### src/cmt_pkg.sv
// Purpose: Shared constants and types for the move, test and push execute unit.
// Assumes: 16-bit instruction words, 12-bit data addresses, 8-bit data.
// Notes: Four clock phases form one instruction cycle.
package cmt_pkg;
   // ***********************************************
   // Instruction cycle phases
   // ***********************************************
   localparam logic [1:0] PH_Q1 = 2'h0;
   localparam logic [1:0] PH_Q2 = 2'h1;
   localparam logic [1:0] PH_Q3 = 2'h2;
   localparam logic [1:0] PH_Q4 = 2'h3;

   // ***********************************************
   // Opcode fields
   // ***********************************************
   localparam logic [7:0] OPC_LOAD_LIT = 8'h0e;   // instr[15:8]
   localparam logic [7:0] OPC_XOR_LIT = 8'h0a;    // instr[15:8]
   localparam logic [7:0] OPC_PUSH_LIT = 8'hfa;   // instr[15:8]
   localparam logic [6:0] OPC_STORE_ACC = 7'h37;  // instr[15:9]
   localparam logic [6:0] OPC_TEST_SKIP = 7'h33;  // instr[15:9]
   localparam logic [5:0] OPC_MOVE_REG = 6'h14;   // instr[15:10]
   localparam logic [8:0] OPC_COPY_FIRST = 9'h1d7; // instr[15:7]
   localparam logic [3:0] OPC_TWO_A = 4'hc;       // instr[15:12]
   localparam logic [5:0] OPC_TWO_B = 6'h3b;      // instr[15:10]

   // ***********************************************
   // Decoded operation bit positions
   // ***********************************************
   localparam int OPB_LOAD = 0;
   localparam int OPB_XOR = 1;
   localparam int OPB_PUSH = 2;
   localparam int OPB_STORE = 3;
   localparam int OPB_TEST = 4;
   localparam int OPB_MOVE = 5;
   localparam int OPB_COPY = 6;
   localparam int OPB_COUNT = 7;

   // ***********************************************
   // Addressing constants and reset values
   // ***********************************************
   localparam logic [7:0] INDEX_MAX = 8'h5f;
   localparam logic [7:0] ACC_SPLIT_STD = 8'h80;
   localparam logic [7:0] ACC_SPLIT_EXT = 8'h60;
   localparam logic [3:0] ACC_LOW_BANK = 4'h0;
   localparam logic [3:0] ACC_HIGH_BANK = 4'hf;
   localparam logic [7:0] ACC_RESET = 8'h00;
   localparam logic [11:0] PTR_RESET = 12'h000;

   typedef enum logic [3:0] {
      MD_EXEC = 4'b0001,
      MD_SKIP1 = 4'b0010,
      MD_SKIP2 = 4'b0100,
      MD_COPY2 = 4'b1000
   } cmt_mode_t;
endpackage

### src/cmt_exec.sv
// Purpose: Execute unit for literal load, store, move, test-and-skip, XOR literal, indexed copy and push.
// Assumes: Fetch presents each word on instr_i during phase Q1; data memory reads with one clock latency.
// Notes: Opcodes outside this group pass as no-operations here.

// Function
// - Load literal into accumulator in one cycle, flags untouched.
// - Store accumulator into addressed register in one cycle, flags untouched.
// - Register operand is eight bits reaching any byte of the bank.
// - Access bit 0 with extension on: operands up to 5Fh index pointer two.
// - Test-and-skip on zero discards the next word, taking two cycles, or three when that word is two-word.
// - XOR literal into accumulator, updating negative and zero flags.
// - Push literal writes immediate at pointer two address in one cycle.
// - After push, pointer two decrements by one, flags untouched.
// - Move register to accumulator or back to register, updating negative and zero.
// - Access bit 0 uses access bank; 1 uses bank select register.
module cmt_exec (
   input wire logic core_clk_i,
   input wire logic rst_i,
   input wire logic [15:0] instr_i,
   input wire logic ext_en_i,
   input wire logic [3:0] bank_sel_i,
   input wire logic ptr_load_i,
   input wire logic [11:0] ptr_load_val_i,
   input wire logic [7:0] mem_rdata_i,
   output logic [1:0] phase_o,
   output logic [11:0] mem_addr_o,
   output logic mem_re_o,
   output logic mem_we_o,
   output logic [7:0] mem_wdata_o,
   output logic [7:0] acc_o,
   output logic neg_flag_o,
   output logic zero_flag_o,
   output logic [11:0] ptr_two_o,
   output logic discard_o
);
   // ***********************************************
   // Helpers
   // ***********************************************
   // One-hot decode of an instruction word
   function automatic logic [cmt_pkg::OPB_COUNT-1:0] decode(input logic [15:0] w);
      logic [cmt_pkg::OPB_COUNT-1:0] d;
      d = '0;
      d[cmt_pkg::OPB_LOAD] = (w[15:8] == cmt_pkg::OPC_LOAD_LIT);
      d[cmt_pkg::OPB_XOR] = (w[15:8] == cmt_pkg::OPC_XOR_LIT);
      d[cmt_pkg::OPB_PUSH] = (w[15:8] == cmt_pkg::OPC_PUSH_LIT);
      d[cmt_pkg::OPB_STORE] = (w[15:9] == cmt_pkg::OPC_STORE_ACC);
      d[cmt_pkg::OPB_TEST] = (w[15:9] == cmt_pkg::OPC_TEST_SKIP);
      d[cmt_pkg::OPB_MOVE] = (w[15:10] == cmt_pkg::OPC_MOVE_REG);
      d[cmt_pkg::OPB_COPY] = (w[15:7] == cmt_pkg::OPC_COPY_FIRST);
      return d;
   endfunction

   // Words that carry a second word behind them
   function automatic logic two_word(input logic [15:0] w);
      return (w[15:12] == cmt_pkg::OPC_TWO_A) || (w[15:10] == cmt_pkg::OPC_TWO_B);
   endfunction

   // Register operand address: indexed, access bank or selected bank
   function automatic logic [11:0] reg_addr(input logic [7:0] f, input logic a, input logic [3:0] bank_select_reg,
                                            input logic [11:0] ptr, input logic ext);
      logic [7:0] split;
      split = ext ? cmt_pkg::ACC_SPLIT_EXT : cmt_pkg::ACC_SPLIT_STD;
      if (a) begin
         return {bank_select_reg, f};
      end else if (ext && (f <= cmt_pkg::INDEX_MAX)) begin
         return ptr + {4'h0, f};
      end else if (f < split) begin
         return {cmt_pkg::ACC_LOW_BANK, f};
      end else begin
         return {cmt_pkg::ACC_HIGH_BANK, f};
      end
   endfunction

   // ***********************************************
   // State
   // ***********************************************
   logic [1:0] phase_reg;
   logic [15:0] ir_reg;
   logic [7:0] opnd_reg;
   logic [7:0] acc_reg;
   logic neg_reg;
   logic zero_reg;
   logic [11:0] ptr_reg;
   cmt_pkg::cmt_mode_t mode_reg;
   logic discard_reg;
   logic [cmt_pkg::OPB_COUNT-1:0] dec_in;
   logic [cmt_pkg::OPB_COUNT-1:0] dec_ir;
   logic exec;
   logic [7:0] xor_next;

   assign dec_in = decode(instr_i);
   assign dec_ir = decode(ir_reg);
   assign exec = (mode_reg == cmt_pkg::MD_EXEC);
   assign xor_next = acc_reg ^ ir_reg[7:0];

   // Phase divider: Q1..Q4 repeat forever
   always_ff @(posedge core_clk_i) begin
      if (rst_i) begin
         phase_reg <= cmt_pkg::PH_Q1;
      end else begin
         phase_reg <= phase_reg + 2'h1;
      end
   end

   // Instruction capture at the end of Q1
   always_ff @(posedge core_clk_i) begin
      if (rst_i) begin
         ir_reg <= 16'h0000;
      end else if (phase_reg == cmt_pkg::PH_Q1) begin
         ir_reg <= instr_i;
      end
   end

   // ***********************************************
   // Sequencing of skips and second words
   // ***********************************************
   // Mode only changes at the cycle boundary so every word sees a whole cycle
   always_ff @(posedge core_clk_i) begin
      if (rst_i) begin
         mode_reg <= cmt_pkg::MD_EXEC;
      end else if (phase_reg == cmt_pkg::PH_Q4) begin
         case (mode_reg)
            cmt_pkg::MD_EXEC: begin
               if (dec_ir[cmt_pkg::OPB_TEST] && (opnd_reg == 8'h00)) begin
                  mode_reg <= cmt_pkg::MD_SKIP1;
               end else if (dec_ir[cmt_pkg::OPB_COPY]) begin
                  mode_reg <= cmt_pkg::MD_COPY2;
               end else begin
                  mode_reg <= cmt_pkg::MD_EXEC;
               end
            end
            cmt_pkg::MD_SKIP1: begin
               mode_reg <= two_word(ir_reg) ? cmt_pkg::MD_SKIP2 : cmt_pkg::MD_EXEC;
            end
            default: begin
               mode_reg <= cmt_pkg::MD_EXEC;
            end
         endcase
      end
   end

   // Discard level follows the skip modes from its own flop, so the pin never glitches on a decode
   always_ff @(posedge core_clk_i) begin
      if (rst_i) begin
         discard_reg <= 1'b0;
      end else if (phase_reg == cmt_pkg::PH_Q4) begin
         discard_reg <= (exec && dec_ir[cmt_pkg::OPB_TEST] && (opnd_reg == 8'h00)) ||
                        ((mode_reg == cmt_pkg::MD_SKIP1) && two_word(ir_reg));
      end
   end

   // ***********************************************
   // Data memory port
   // ***********************************************
   // Address and read strobe go out at end of Q1 so read data lands in Q3
   always_ff @(posedge core_clk_i) begin
      if (rst_i) begin
         mem_addr_o <= 12'h000;
         mem_re_o <= 1'b0;
      end else if (phase_reg == cmt_pkg::PH_Q1) begin
         mem_re_o <= 1'b0;
         if (mode_reg == cmt_pkg::MD_COPY2) begin
            mem_addr_o <= ptr_reg + {5'h00, instr_i[6:0]};
         end else if (exec && dec_in[cmt_pkg::OPB_PUSH]) begin
            mem_addr_o <= ptr_reg;
         end else if (exec && dec_in[cmt_pkg::OPB_COPY]) begin
            mem_addr_o <= ptr_reg + {5'h00, instr_i[6:0]};
            mem_re_o <= 1'b1;
         end else if (exec && (dec_in[cmt_pkg::OPB_STORE] || dec_in[cmt_pkg::OPB_TEST] ||
                               dec_in[cmt_pkg::OPB_MOVE])) begin
            mem_addr_o <= reg_addr(instr_i[7:0], instr_i[8], bank_sel_i, ptr_reg, ext_en_i);
            mem_re_o <= !dec_in[cmt_pkg::OPB_STORE];
         end
      end else begin
         mem_re_o <= 1'b0;
      end
   end

   // Operand capture in Q3; copy keeps it across into the second word
   always_ff @(posedge core_clk_i) begin
      if (rst_i) begin
         opnd_reg <= 8'h00;
      end else if ((phase_reg == cmt_pkg::PH_Q3) && exec) begin
         opnd_reg <= mem_rdata_i;
      end
   end

   // Write strobe is high during Q4 only; the memory commits on the Q4 edge
   always_ff @(posedge core_clk_i) begin
      if (rst_i) begin
         mem_we_o <= 1'b0;
         mem_wdata_o <= 8'h00;
      end else if (phase_reg == cmt_pkg::PH_Q3) begin
         mem_we_o <= 1'b0;
         if (mode_reg == cmt_pkg::MD_COPY2) begin
            mem_we_o <= 1'b1;
            mem_wdata_o <= opnd_reg;
         end else if (exec && dec_ir[cmt_pkg::OPB_STORE]) begin
            mem_we_o <= 1'b1;
            mem_wdata_o <= acc_reg;
         end else if (exec && dec_ir[cmt_pkg::OPB_PUSH]) begin
            mem_we_o <= 1'b1;
            mem_wdata_o <= ir_reg[7:0];
         end else if (exec && dec_ir[cmt_pkg::OPB_MOVE] && ir_reg[9]) begin
            mem_we_o <= 1'b1;
            mem_wdata_o <= mem_rdata_i;
         end
      end else begin
         mem_we_o <= 1'b0;
      end
   end

   // ***********************************************
   // Accumulator, flags and pointer two
   // ***********************************************
   // Results retire at the end of Q4; load and store never touch the flags
   always_ff @(posedge core_clk_i) begin
      if (rst_i) begin
         acc_reg <= cmt_pkg::ACC_RESET;
         neg_reg <= 1'b0;
         zero_reg <= 1'b0;
      end else if ((phase_reg == cmt_pkg::PH_Q4) && exec) begin
         if (dec_ir[cmt_pkg::OPB_LOAD]) begin
            acc_reg <= ir_reg[7:0];
         end else if (dec_ir[cmt_pkg::OPB_XOR]) begin
            acc_reg <= xor_next;
            neg_reg <= xor_next[7];
            zero_reg <= (xor_next == 8'h00);
         end else if (dec_ir[cmt_pkg::OPB_MOVE]) begin
            if (!ir_reg[9]) begin
               acc_reg <= opnd_reg;
            end
            neg_reg <= opnd_reg[7];
            zero_reg <= (opnd_reg == 8'h00);
         end
      end
   end

   // External loads win; a push in the same cycle is lost, which other logic must avoid
   always_ff @(posedge core_clk_i) begin
      if (rst_i) begin
         ptr_reg <= cmt_pkg::PTR_RESET;
      end else if (ptr_load_i) begin
         ptr_reg <= ptr_load_val_i;
      end else if ((phase_reg == cmt_pkg::PH_Q4) && exec && dec_ir[cmt_pkg::OPB_PUSH]) begin
         ptr_reg <= ptr_reg - 12'h001;
      end
   end

   // Outputs straight from flip-flops
   assign phase_o = phase_reg;
   assign acc_o = acc_reg;
   assign neg_flag_o = neg_reg;
   assign zero_flag_o = zero_reg;
   assign ptr_two_o = ptr_reg;
   assign discard_o = discard_reg;
endmodule

### config.mk
export PLATFORM = sky130hd
export DESIGN_NAME = cmt_exec
export DESIGN_NICKNAME = d
export VERILOG_FILES = /design/src/cmt_pkg.sv /design/src/cmt_exec.sv
export SDC_FILE = /design/constraint.sdc
export NUM_CORES = 1
export LEC_CHECK = 0
export ABC_CLOCK_PERIOD_IN_PS = 5100
export BUFFER_PORTS_ARGS = -buffer_cell sky130_fd_sc_hd__buf_2
export CORE_ASPECT_RATIO = 0.9
export CORE_MARGIN = 5
export CORE_UTILIZATION = 35
export CTS_CLUSTER_DIAMETER = 80
export DETAILED_ROUTE_END_ITERATION = 10
export PLACE_DENSITY_LB_ADDON = 0.08
export SKIP_LAST_GASP = 1
export SLEW_MARGIN = 30
export SYNTH_ARGS = -nofsm -noshare
export SYNTH_HDL_FRONTEND = slang
export SYNTH_SLANG_ARGS = --single-unit
### constraint.sdc
create_clock -name core_clk_i -period 5.1 [get_ports core_clk_i]
set_input_delay 0.51 -clock core_clk_i [delete_from_list [all_inputs] [get_ports core_clk_i]]
set_output_delay 0.51 -clock core_clk_i [all_outputs]
set_load 0.03 [all_outputs]
==> flow_summary.toml, run 1 <==
[clock_tree]
cts_max_level = 3
worstSkewPairLatency_ps = 340
ctsResizeCount = 0
clk_path_buf_depth = 2
postCtsHoldBufs = 0
ctsRootBufferMaster = "clkbuf_16"
numCtsBuffers = 9
cts.sinks = 75
cts_tree = "built"
path_clk_slew_ps = 60
post_cts_buffers = 0

[global_routing]
grt_pass1_wl_um = 24100
gr-total-overflow = 0
antenna_found_initial = 0
grt_pass1_vias = 4471
grt_start_max_net_pins = 56
grt_use_total_pct = 18.4

[routing]
vias = 4702
viasPerCell = 5.63
drc = 0
routed_wl_um = 14700
routedWlPerCell_um = 17.6
first_pass_iters = 5
first_iter_violations = 289
ant_nets = 0

[place]
placedCellCount = 820
gp_congestion = 0.816
dp_hpwl_um = 10900
port_buffers = 90

[synth]
ys.flop_type = "dfxtp_1"
yosysSeqAreaShare_pct = 31.3
synth_largest_area_cell = "dfxtp_1"
synth_top_area_share_pct = 31.3
syn-cell-area_mm2 = 0.00479
async_flop_share_pct = 0
ys_types = 67
netlist_instances = 590
synth.most_common_cell = "dfxtp_1"
synth_common_cells = "dfxtp_1, nand2_1, a21oi_1"
synth_edf_count = 0
synth_top_cells_by_area = "dfxtp_1, a21oi_1, mux2i_1"
ys_seq_elements = 75
syn_avg_cell_area_um2 = 8.13
synthesis.nets = 649
yosysWarnings = 0

[timing]
final.setup.tns_ps = 0
whs_ps = 415
slew_violations = 0
clock_skew_ps = 6.20
tightest_slew_ps = 912
fin_crit_sh_pct = 54.5
rsz0062_at_grt = "false"
min_period_ps = 2780
clock.fmax_mhz = 360
slew-limit-headroom_pct = 39.0
setup_violations = 0
finalHoldViolations = 0

[floorplanning]
dieWidth_um = 133
dieArea_mm2 = 0.0161
core_mm2 = 0.0134
die_y_um = 121
core.rowCount = 40
ios = 91
initial_utilization_pct = 35.7

[setup_path]
startpoint_type = "flip-flop"
cp_data_required_time_ps = 5290
critical_path.endpoint_type = "flip-flop"
path_class = "reg -> reg"
worstPathArrival_ps = 2970
cp_max_fo = 12

[final_layout]
finish.utilization_pct = 41.9
nets = 722
drive_above_1_share_pct = 19.0
largest_register_ffs = 16
final_cells = 835
syn2layout_area_growth_pct = 17.2
antenna_cells = 0

[power_and_ir_drop]
power_density_mw_per_mm2 = 273
max-vdd-ir-drop_mv = 0.196
p_leak_nw = 2.39

[flow_run]
cap_viol_max_count = 0

[worst_hold_path]
hp-class = "in -> reg"

[run_status]
status = "finished, final reports clean"
-- power breakdown --
| group | switching [W] | leakage, nW | internal, W |
|---|---|---|---|
| clock | 0.000252 | 0.130 | 0.000377 |
| sequential | 0.0000414 | 0.612 | 0.000610 |
| combinational | 0.000151 | 1.65 | 0.000103 |
-- metal layers --
metal / track usage [%] / routed length, um / up-vias
li1: - / - / 2324
met1: 26.6 / 7330 / 2202
met2: 26.5 / 6220 / 159
met3: 5.35 / 931 / 17
met4: 4.88 / 242 / 0
met5: 0 / 0 / -
-- worst max-delay path, cell delays in order (launching register included) --
cell and delay (ps):
dfxtp_1 350, or4_1 610, nor2_1 580, o21a_1 470
o21ai_1 300, o221ai_1 260, a21oi_1 70
-- layout make-up --
class	count	area, um2
Clock buffer	13	240
Sequential cell	75	1500
Tap cell	168	210
Clock inverter	2	37.5
Fill cell	1386	7790
Inverter	19	71.3
Multi-Input combinational cell	463	3070
Timing Repair Buffer	95	488
-- cell usage in the layout, fill, tap and decap left out, drive strengths merged, types with 15 or more instances in the layout --
| master | count |
|---|---|
| a211oi | 15 |
| a21oi | 64 |
| buf | 95 |
| dfxtp | 75 |
| inv | 18 |
| mux2i | 27 |
| nand2 | 57 |
| nor2 | 52 |
| o21ai | 34 |
| xnor2 | 15 |
-- path summary, 6_finish.rpt --
check,startpoint,end,slack (ps),depth (start not counted)
max,ir_reg[15],acc_o[1],2320,6
min reg2reg,phase_o[0],phase_o[0],460,1
max reg2reg,ir_reg[15],acc_o[1],2320,6
min,ptr_load_val_i[1],ptr_two_o[1],420,3
-- through the flow --
step	cell area, um2	worst slack (ps)	power, W
after floorplan	4790	2660	0.000836
after global placement	5340	2300	0.000915
after detailed placement	5340	2250	0.000918
after CTS	5620	2390	0.00155
after global routing	5620	2080	0.00161
final	5620	2320	0.00154
-- cells by family after synthesis --
family | synth area share (%)
and+or+nand+nor | 23.2
AOI/OAI and AO/OA | 25.7
DFF | 31.3
buffers and inverters | 4.70
xor gates and xnor gates | 5.11
muxes | 5.87
adders and majority gates | 4.07
Power figures use the tool's default switching activity.
==> run 2, diff against run 1 <==
- ABC_AREA: not set -> 1
- ABC_CLOCK_PERIOD_IN_PS: 5100 -> 2700
- clock period: 5.1 -> 2.7 ns (I/O delays scaled with it)
==> run 2 against run 1 <==
Clock power grew 110%. Synthesized area grew 8.9%. Sequential power grew 92%. Critical path depth grew 3. Routed wire length grew 23%. Die area grew 8.2%. Core utilization is essentially flat. First-iteration DRC count grew 76%. Clock skew grew 1.2 ps. Count of clock-buffer cells in the layout shrank 3. Power grew 110%.
==> flow_summary.toml, run 2 <==
[setup_path]
path_class = "reg -> reg"
worstPathArrival_ps = 2490
cp_max_fo = 8
startpoint_type = "flip-flop"
cp_data_required_time_ps = 2970
critical_path.endpoint_type = "flip-flop"

[timing]
slew_violations = 0
finalHoldViolations = 0
clock.fmax_mhz = 451
tightest_slew_ps = 533
final.setup.tns_ps = 0
min_period_ps = 2220
slew-limit-headroom_pct = 64.5
rsz0062_at_grt = "false"
fin_crit_sh_pct = 82.2
setup_violations = 0
clock_skew_ps = 7.38

[place]
dp_hpwl_um = 13900
port_buffers = 90
gp_congestion = 0.902
placed_area_mm2 = 0.00583

[power_and_ir_drop]
p_leak_nw = 2.98
power_frac_seq_pct = 38.9
internal-power_w = 0.00218
sw_frac_of_total_pct = 31.9
power_frac_clock_pct = 40.8
combPwrFrac_pct = 20.3
max-vdd-ir-drop_mv = 0.322
power_density_mw_per_mm2 = 521
p_sw_w = 0.00102

[final_layout]
syn2layout_area_growth_pct = 17.5
nets = 967
drive_above_1_share_pct = 17.3
layout_commonest_cell = "nand2_1"
final_area_mm2 = 0.00614
antenna_cells = 0
largest_register_ffs = 16
final_cell_mix = "nand2_1, inv_1, buf_2, nor2_1, nand3_1"

[synth]
syn_avg_cell_area_um2 = 6.31
synth_edf_count = 0
async_flop_share_pct = 0
yosysWarnings = 0
synth_top_area_share_pct = 28.8
synth_largest_area_cell = "dfxtp_1"
ys_seq_elements = 75
synth.most_common_cell = "nand2_1"
synth_common_cells = "nand2_1, inv_1, nor2_1"
netlist_instances = 827
synthesis.nets = 886
ys.flop_type = "dfxtp_1"
ys_types = 44
synth_top_cells_by_area = "dfxtp_1, nand2_1, inv_1"
syn-cell-area_mm2 = 0.00522
yosysSeqAreaShare_pct = 28.8

[clock_tree]
post_cts_buffers = 0
ctsResizeCount = 0
worstSkewPairLatency_ps = 350
numCtsBuffers = 9
path_clk_slew_ps = 60
cts.sinks = 75
postCtsHoldBufs = 0
clk_path_buf_depth = 2
cts_tree = "built"
cts_max_level = 3
ctsRootBufferMaster = "clkbuf_16"

[routing]
drc = 0
routedWlPerCell_um = 16.3
vias = 5558
viasPerCell = 5.01
ant_nets = 0
routed_wl_um = 18000
first_iter_violations = 508
first_pass_iters = 5

[floorplanning]
ios = 91
core_mm2 = 0.0147
core.rowCount = 42
dieArea_mm2 = 0.0175
dieWidth_um = 139
initial_utilization_pct = 35.6
die_y_um = 126

[global_routing]
grt_use_total_pct = 20.3
grt_pass1_vias = 5071
grt_pass1_wl_um = 28400
gr-total-overflow = 0
grt_start_max_net_pins = 54
antenna_found_initial = 0

[run_status]
status = "finished, final reports clean"

[flow_run]
cap_viol_max_count = 0

[worst_hold_path]
hp-class = "in -> reg"
## run 2: changes by cell type after synthesis, moves of 14 or more
cell and change:
o21ai_1 +14, mux2i_1 -27, nand3_1 +64, a21oi_1 +16, inv_1 +93, nand2_1 +132, nor2_1 +36, o21ai_0 +14
## run 2: power groups by stage
stage | clock, W | combinational [W] | sequential (W)
final | 0.00130 | 0.000650 | 0.00125
after global routing | 0.00137 | 0.000725 | 0.00125
after CTS | 0.00134 | 0.000645 | 0.00124
after detailed placement | 0 | 0.000641 | 0.00127
after global placement | 0 | 0.000651 | 0.00127
after floorplan | 0 | 0.000414 | 0.00128
## run 2: final timing paths
check        slack [ps]  cells past startpoint               from      endpoint
max                 480                      9         phase_o[1]  ptr_two_o[8]
min                 200                      3  ptr_load_val_i[3]  ptr_two_o[3]
max reg2reg         480                      9         phase_o[1]  ptr_two_o[8]
min reg2reg         450                      2         neg_flag_o    neg_flag_o
## run 2: area by class of cell
type	count	area, um2
Timing Repair Buffer	97	503
Multi-Input combinational cell	603	3120
Inverter	122	458
Sequential cell	75	1500
Clock inverter	4	77.6
Clock buffer	10	229
Fill cell	1586	8530
Tap cell	198	248
## run 2: through the flow
step,cells,hold slack [ps],utilization [%],setup slack [ps],power (W)
5_1_grt,1109,199,41.9,228,0.00335
3_5_place_dp,1095,444,39.8,528,0.00191
2_1_floorplan,827,405,-,575,0.00169
6_report,1109,196,41.9,481,0.00320
3_3_place_gp,1095,436,39.8,506,0.00192
4_1_cts,1109,186,41.9,491,0.00323
## run 2: worst max-delay path, cell delays in order (launching register included)
cell and delay (ps):
dfxtp_1 390, ha_1 280, inv_1 130, nor2_1 280, nand3_1 250, nand2_1 300
inv_2 150, nor2_1 140, o21ai_0 100, a21oi_1 130
## run 2: cells by family after synthesis
| group | Yosys count | synth area share, % |
|---|---|---|
| XOR/XNOR | 15 | 2.52 |
| AND/OR/NAND/NOR | 403 | 34.3 |
| AO/OA/AOI/OAI | 170 | 19.2 |
| adder cells (fa/ha/maj) | 15 | 3.74 |
| buffers and inverters | 149 | 11.5 |
| flip-flops | 75 | 28.8 |
## run 2: layer usage
layer	up-vias	wire (um)	GRT usage, %
met4	0	218	4.78
met5	-	0	0
met2	203	6790	26.3
li1	2862	-	-
met1	2479	9750	33.0
met3	14	1280	4.44
==> run 3, diff against run 2 <==
- ABC_CLOCK_PERIOD_IN_PS: 2700 -> 1800
- clock period: 2.7 -> 1.8 ns (I/O delays scaled with it)
==> run 3 against run 2 <==
Global-route usage increased by 0.37 points. First-iteration DRC count rose by 0.98%. Sequential share of layout area fell by 2.6 points. Sequential power grew 48%. Register-to-register slack worse by 460 ps. Critical endpoint is now mem_addr_o[6]. Combinational power is 85% higher. Clock skew grew 4.7 ps. Non-clock buffer count increased by 67. Cell area is 13% higher. Count of clock-buffer cells in the layout increased by 1.
==> flow_summary.toml, run 3 (synthesis gave the netlist of run 2 again) <==
[place]
port_buffers = 90
placed_area_mm2 = 0.00637
gp_congestion = 0.915
dp_hpwl_um = 14500

[setup_path]
critPathBufInv = 2
path_class = "reg -> reg"
regToRegSetupSlack_ps = 30
r2r-end = "mem_addr_o[6]"
cp_max_fo = 2
startpoint_type = "flip-flop"
r2r-start = "ptr_two_o[0]"
slowest_delay_ps = 360
crit_path_cell_trace = "ha_4, inv_2, fa_2, inv_2, nand3_1, nor2_1, nor2_1, or2_2, nand4_1, nand3_1, a21oi_1"
critical_path.endpoint_type = "flip-flop"
r2r_cells = 11
worstPathArrival_ps = 2060
cp_data_required_time_ps = 2080
cpMaxStageDelayCell = "dfxtp_4"
crit_family = "simple AND/OR/NAND/NOR gates"

[run_status]
status = "finished, final reports clean"

[power_and_ir_drop]
power_w = 0.00475
sw_frac_of_total_pct = 33.4
internal-power_w = 0.00317
power_density_mw_per_mm2 = 688
p_leak_nw = 3.36
combPwrFrac_pct = 25.2
p_sw_w = 0.00159
max-vdd-ir-drop_mv = 0.554
power_frac_clock_pct = 35.9
power_frac_seq_pct = 38.9

[timing]
slew-limit-headroom_pct = 72.3
setup_violations = 0
tightest_slew_ps = 414
clock.fmax_mhz = 563
rsz0062_at_grt = "true"
fin_crit_sh_pct = 98.6
clock_skew_ps = 12.0
min_period_ps = 1770
finalHoldViolations = 0
slew_violations = 0

[worst_hold_path]
hp-class = "in -> reg"
min_to = "ptr_two_o[3]"
holdPathStages = 3
hold_start = "ptr_load_val_i[3]"

[global_routing]
grt_pass1_vias = 5189
grt_pass1_wl_um = 28800
antenna_found_initial = 0
grt_start_max_net_pins = 36
gr-total-overflow = 0
grt_use_total_pct = 20.6

[routing]
routed_wl_um = 18600
ant_nets = 0
viasPerCell = 4.94
first_iter_violations = 513
routedWlPerCell_um = 15.8
first_pass_iters = 5
drc = 0
vias = 5829

[clock_tree]
clk_path_buf_depth = 2
numCtsBuffers = 9
postCtsHoldBufs = 0
cts_max_level = 3
cts_tree = "built"
ctsRootBufferMaster = "clkbuf_16"
worstSkewPairLatency_ps = 350
cts.sinks = 75
path_clk_slew_ps = 60

[final_layout]
largest_register_ffs = 16
final_cell_mix = "nand2_1, inv_1, buf_2, nor2_1, nand3_1"
final_area_mm2 = 0.00691
finish.utilization_pct = 47.1
nets = 1036
antenna_cells = 0
layout_commonest_cell = "nand2_1"
drive_above_1_share_pct = 28.4
syn2layout_area_growth_pct = 32.4

[floorplanning]
core.rowCount = 42
dieArea_mm2 = 0.0175
core_mm2 = 0.0147
dieWidth_um = 139
ios = 91
die_y_um = 126
initial_utilization_pct = 35.6

[flow_run]
cap_viol_max_count = 0
run 3: changes by cell type in the layout (fill, tap and decap cells not counted), sizes merged:
cell / before / now
buf: 97 / 164
bufinv: 2 / 0
clkbuf: 10 / 11
clkinv: 3 / 2
clkinvlp: 0 / 2
inv: 121 / 122
nand3: 81 / 82
nand4: 13 / 14
run 3: power by group through the flow:
stage | Combinational (W) | Clock (W) | Sequential, W
2_1_floorplan | 0.000623 | 0 | 0.00192
3_3_place_gp | 0.00112 | 0 | 0.00188
3_5_place_dp | 0.00111 | 0 | 0.00188
4_1_cts | 0.00112 | 0.00175 | 0.00184
5_1_grt | 0.00133 | 0.00180 | 0.00186
6_report | 0.00120 | 0.00170 | 0.00185
run 3: metal layers:
metal  wire length (um)  GRT usage, %  vias up
met5                  0             0        -
met4                190          4.49        0
met1               9860          33.2     2616
met3               1220          4.51       17
met2               7310          27.5      188
li1                   -             -     3008
run 3: stage by stage:
stage	setup slack [ps]	instances	hold slack, ps	TNS [ps]
finish	25.2	1179	115	0
global route	-83.5	1179	124	-325
CTS	-8.17	1173	103	-8.17
detailed placement	-12.7	1158	446	-12.7
global placement	9.48	1158	435	0
floorplan	-8.65	827	315	-8.65
run 3: cell type report:
class                   instances  area (um2)
fillers                      1549        7750
repair buffers                164        1070
inverters                     122         458
clock buffers                  11         243
well taps                     198         248
multi-input cells             605        3350
clock inverters                 4        26.3
flip-flops and latches         75        1510
run 3: repair_timing:
item                                   CTS  global route
setup buffers                            0             4
cloned                                   0             2
endpoints found under the hold margin    0             0
setup endpoints to repair                2            28
pin swaps                                0            12
resized for setup                        2            54
run 3: worst max-delay path by stage:
| stage | slack, ps | start | depth (start not counted) | endpoint |
|---|---|---|---|---|
| final | 30 | ptr_two_o[0] | 11 | mem_addr_o[6] |
| after global routing | -80 | ptr_two_o[0] | 11 | mem_addr_o[6] |
| after CTS | -8 | ptr_two_o[0] | 12 | mem_addr_o[2] |
| after detailed placement | -10 | ptr_two_o[0] | 14 | mem_addr_o[10] |
| after global placement | 9 | ptr_two_o[0] | 15 | mem_addr_o[10] |
| after floorplan | -9 | ptr_two_o[0] | 15 | mem_addr_o[10] |
run 3: worst min-delay path: stages:
cell,delay (ps)
buf_2,90
nand2_1,60
a31oi_1,80
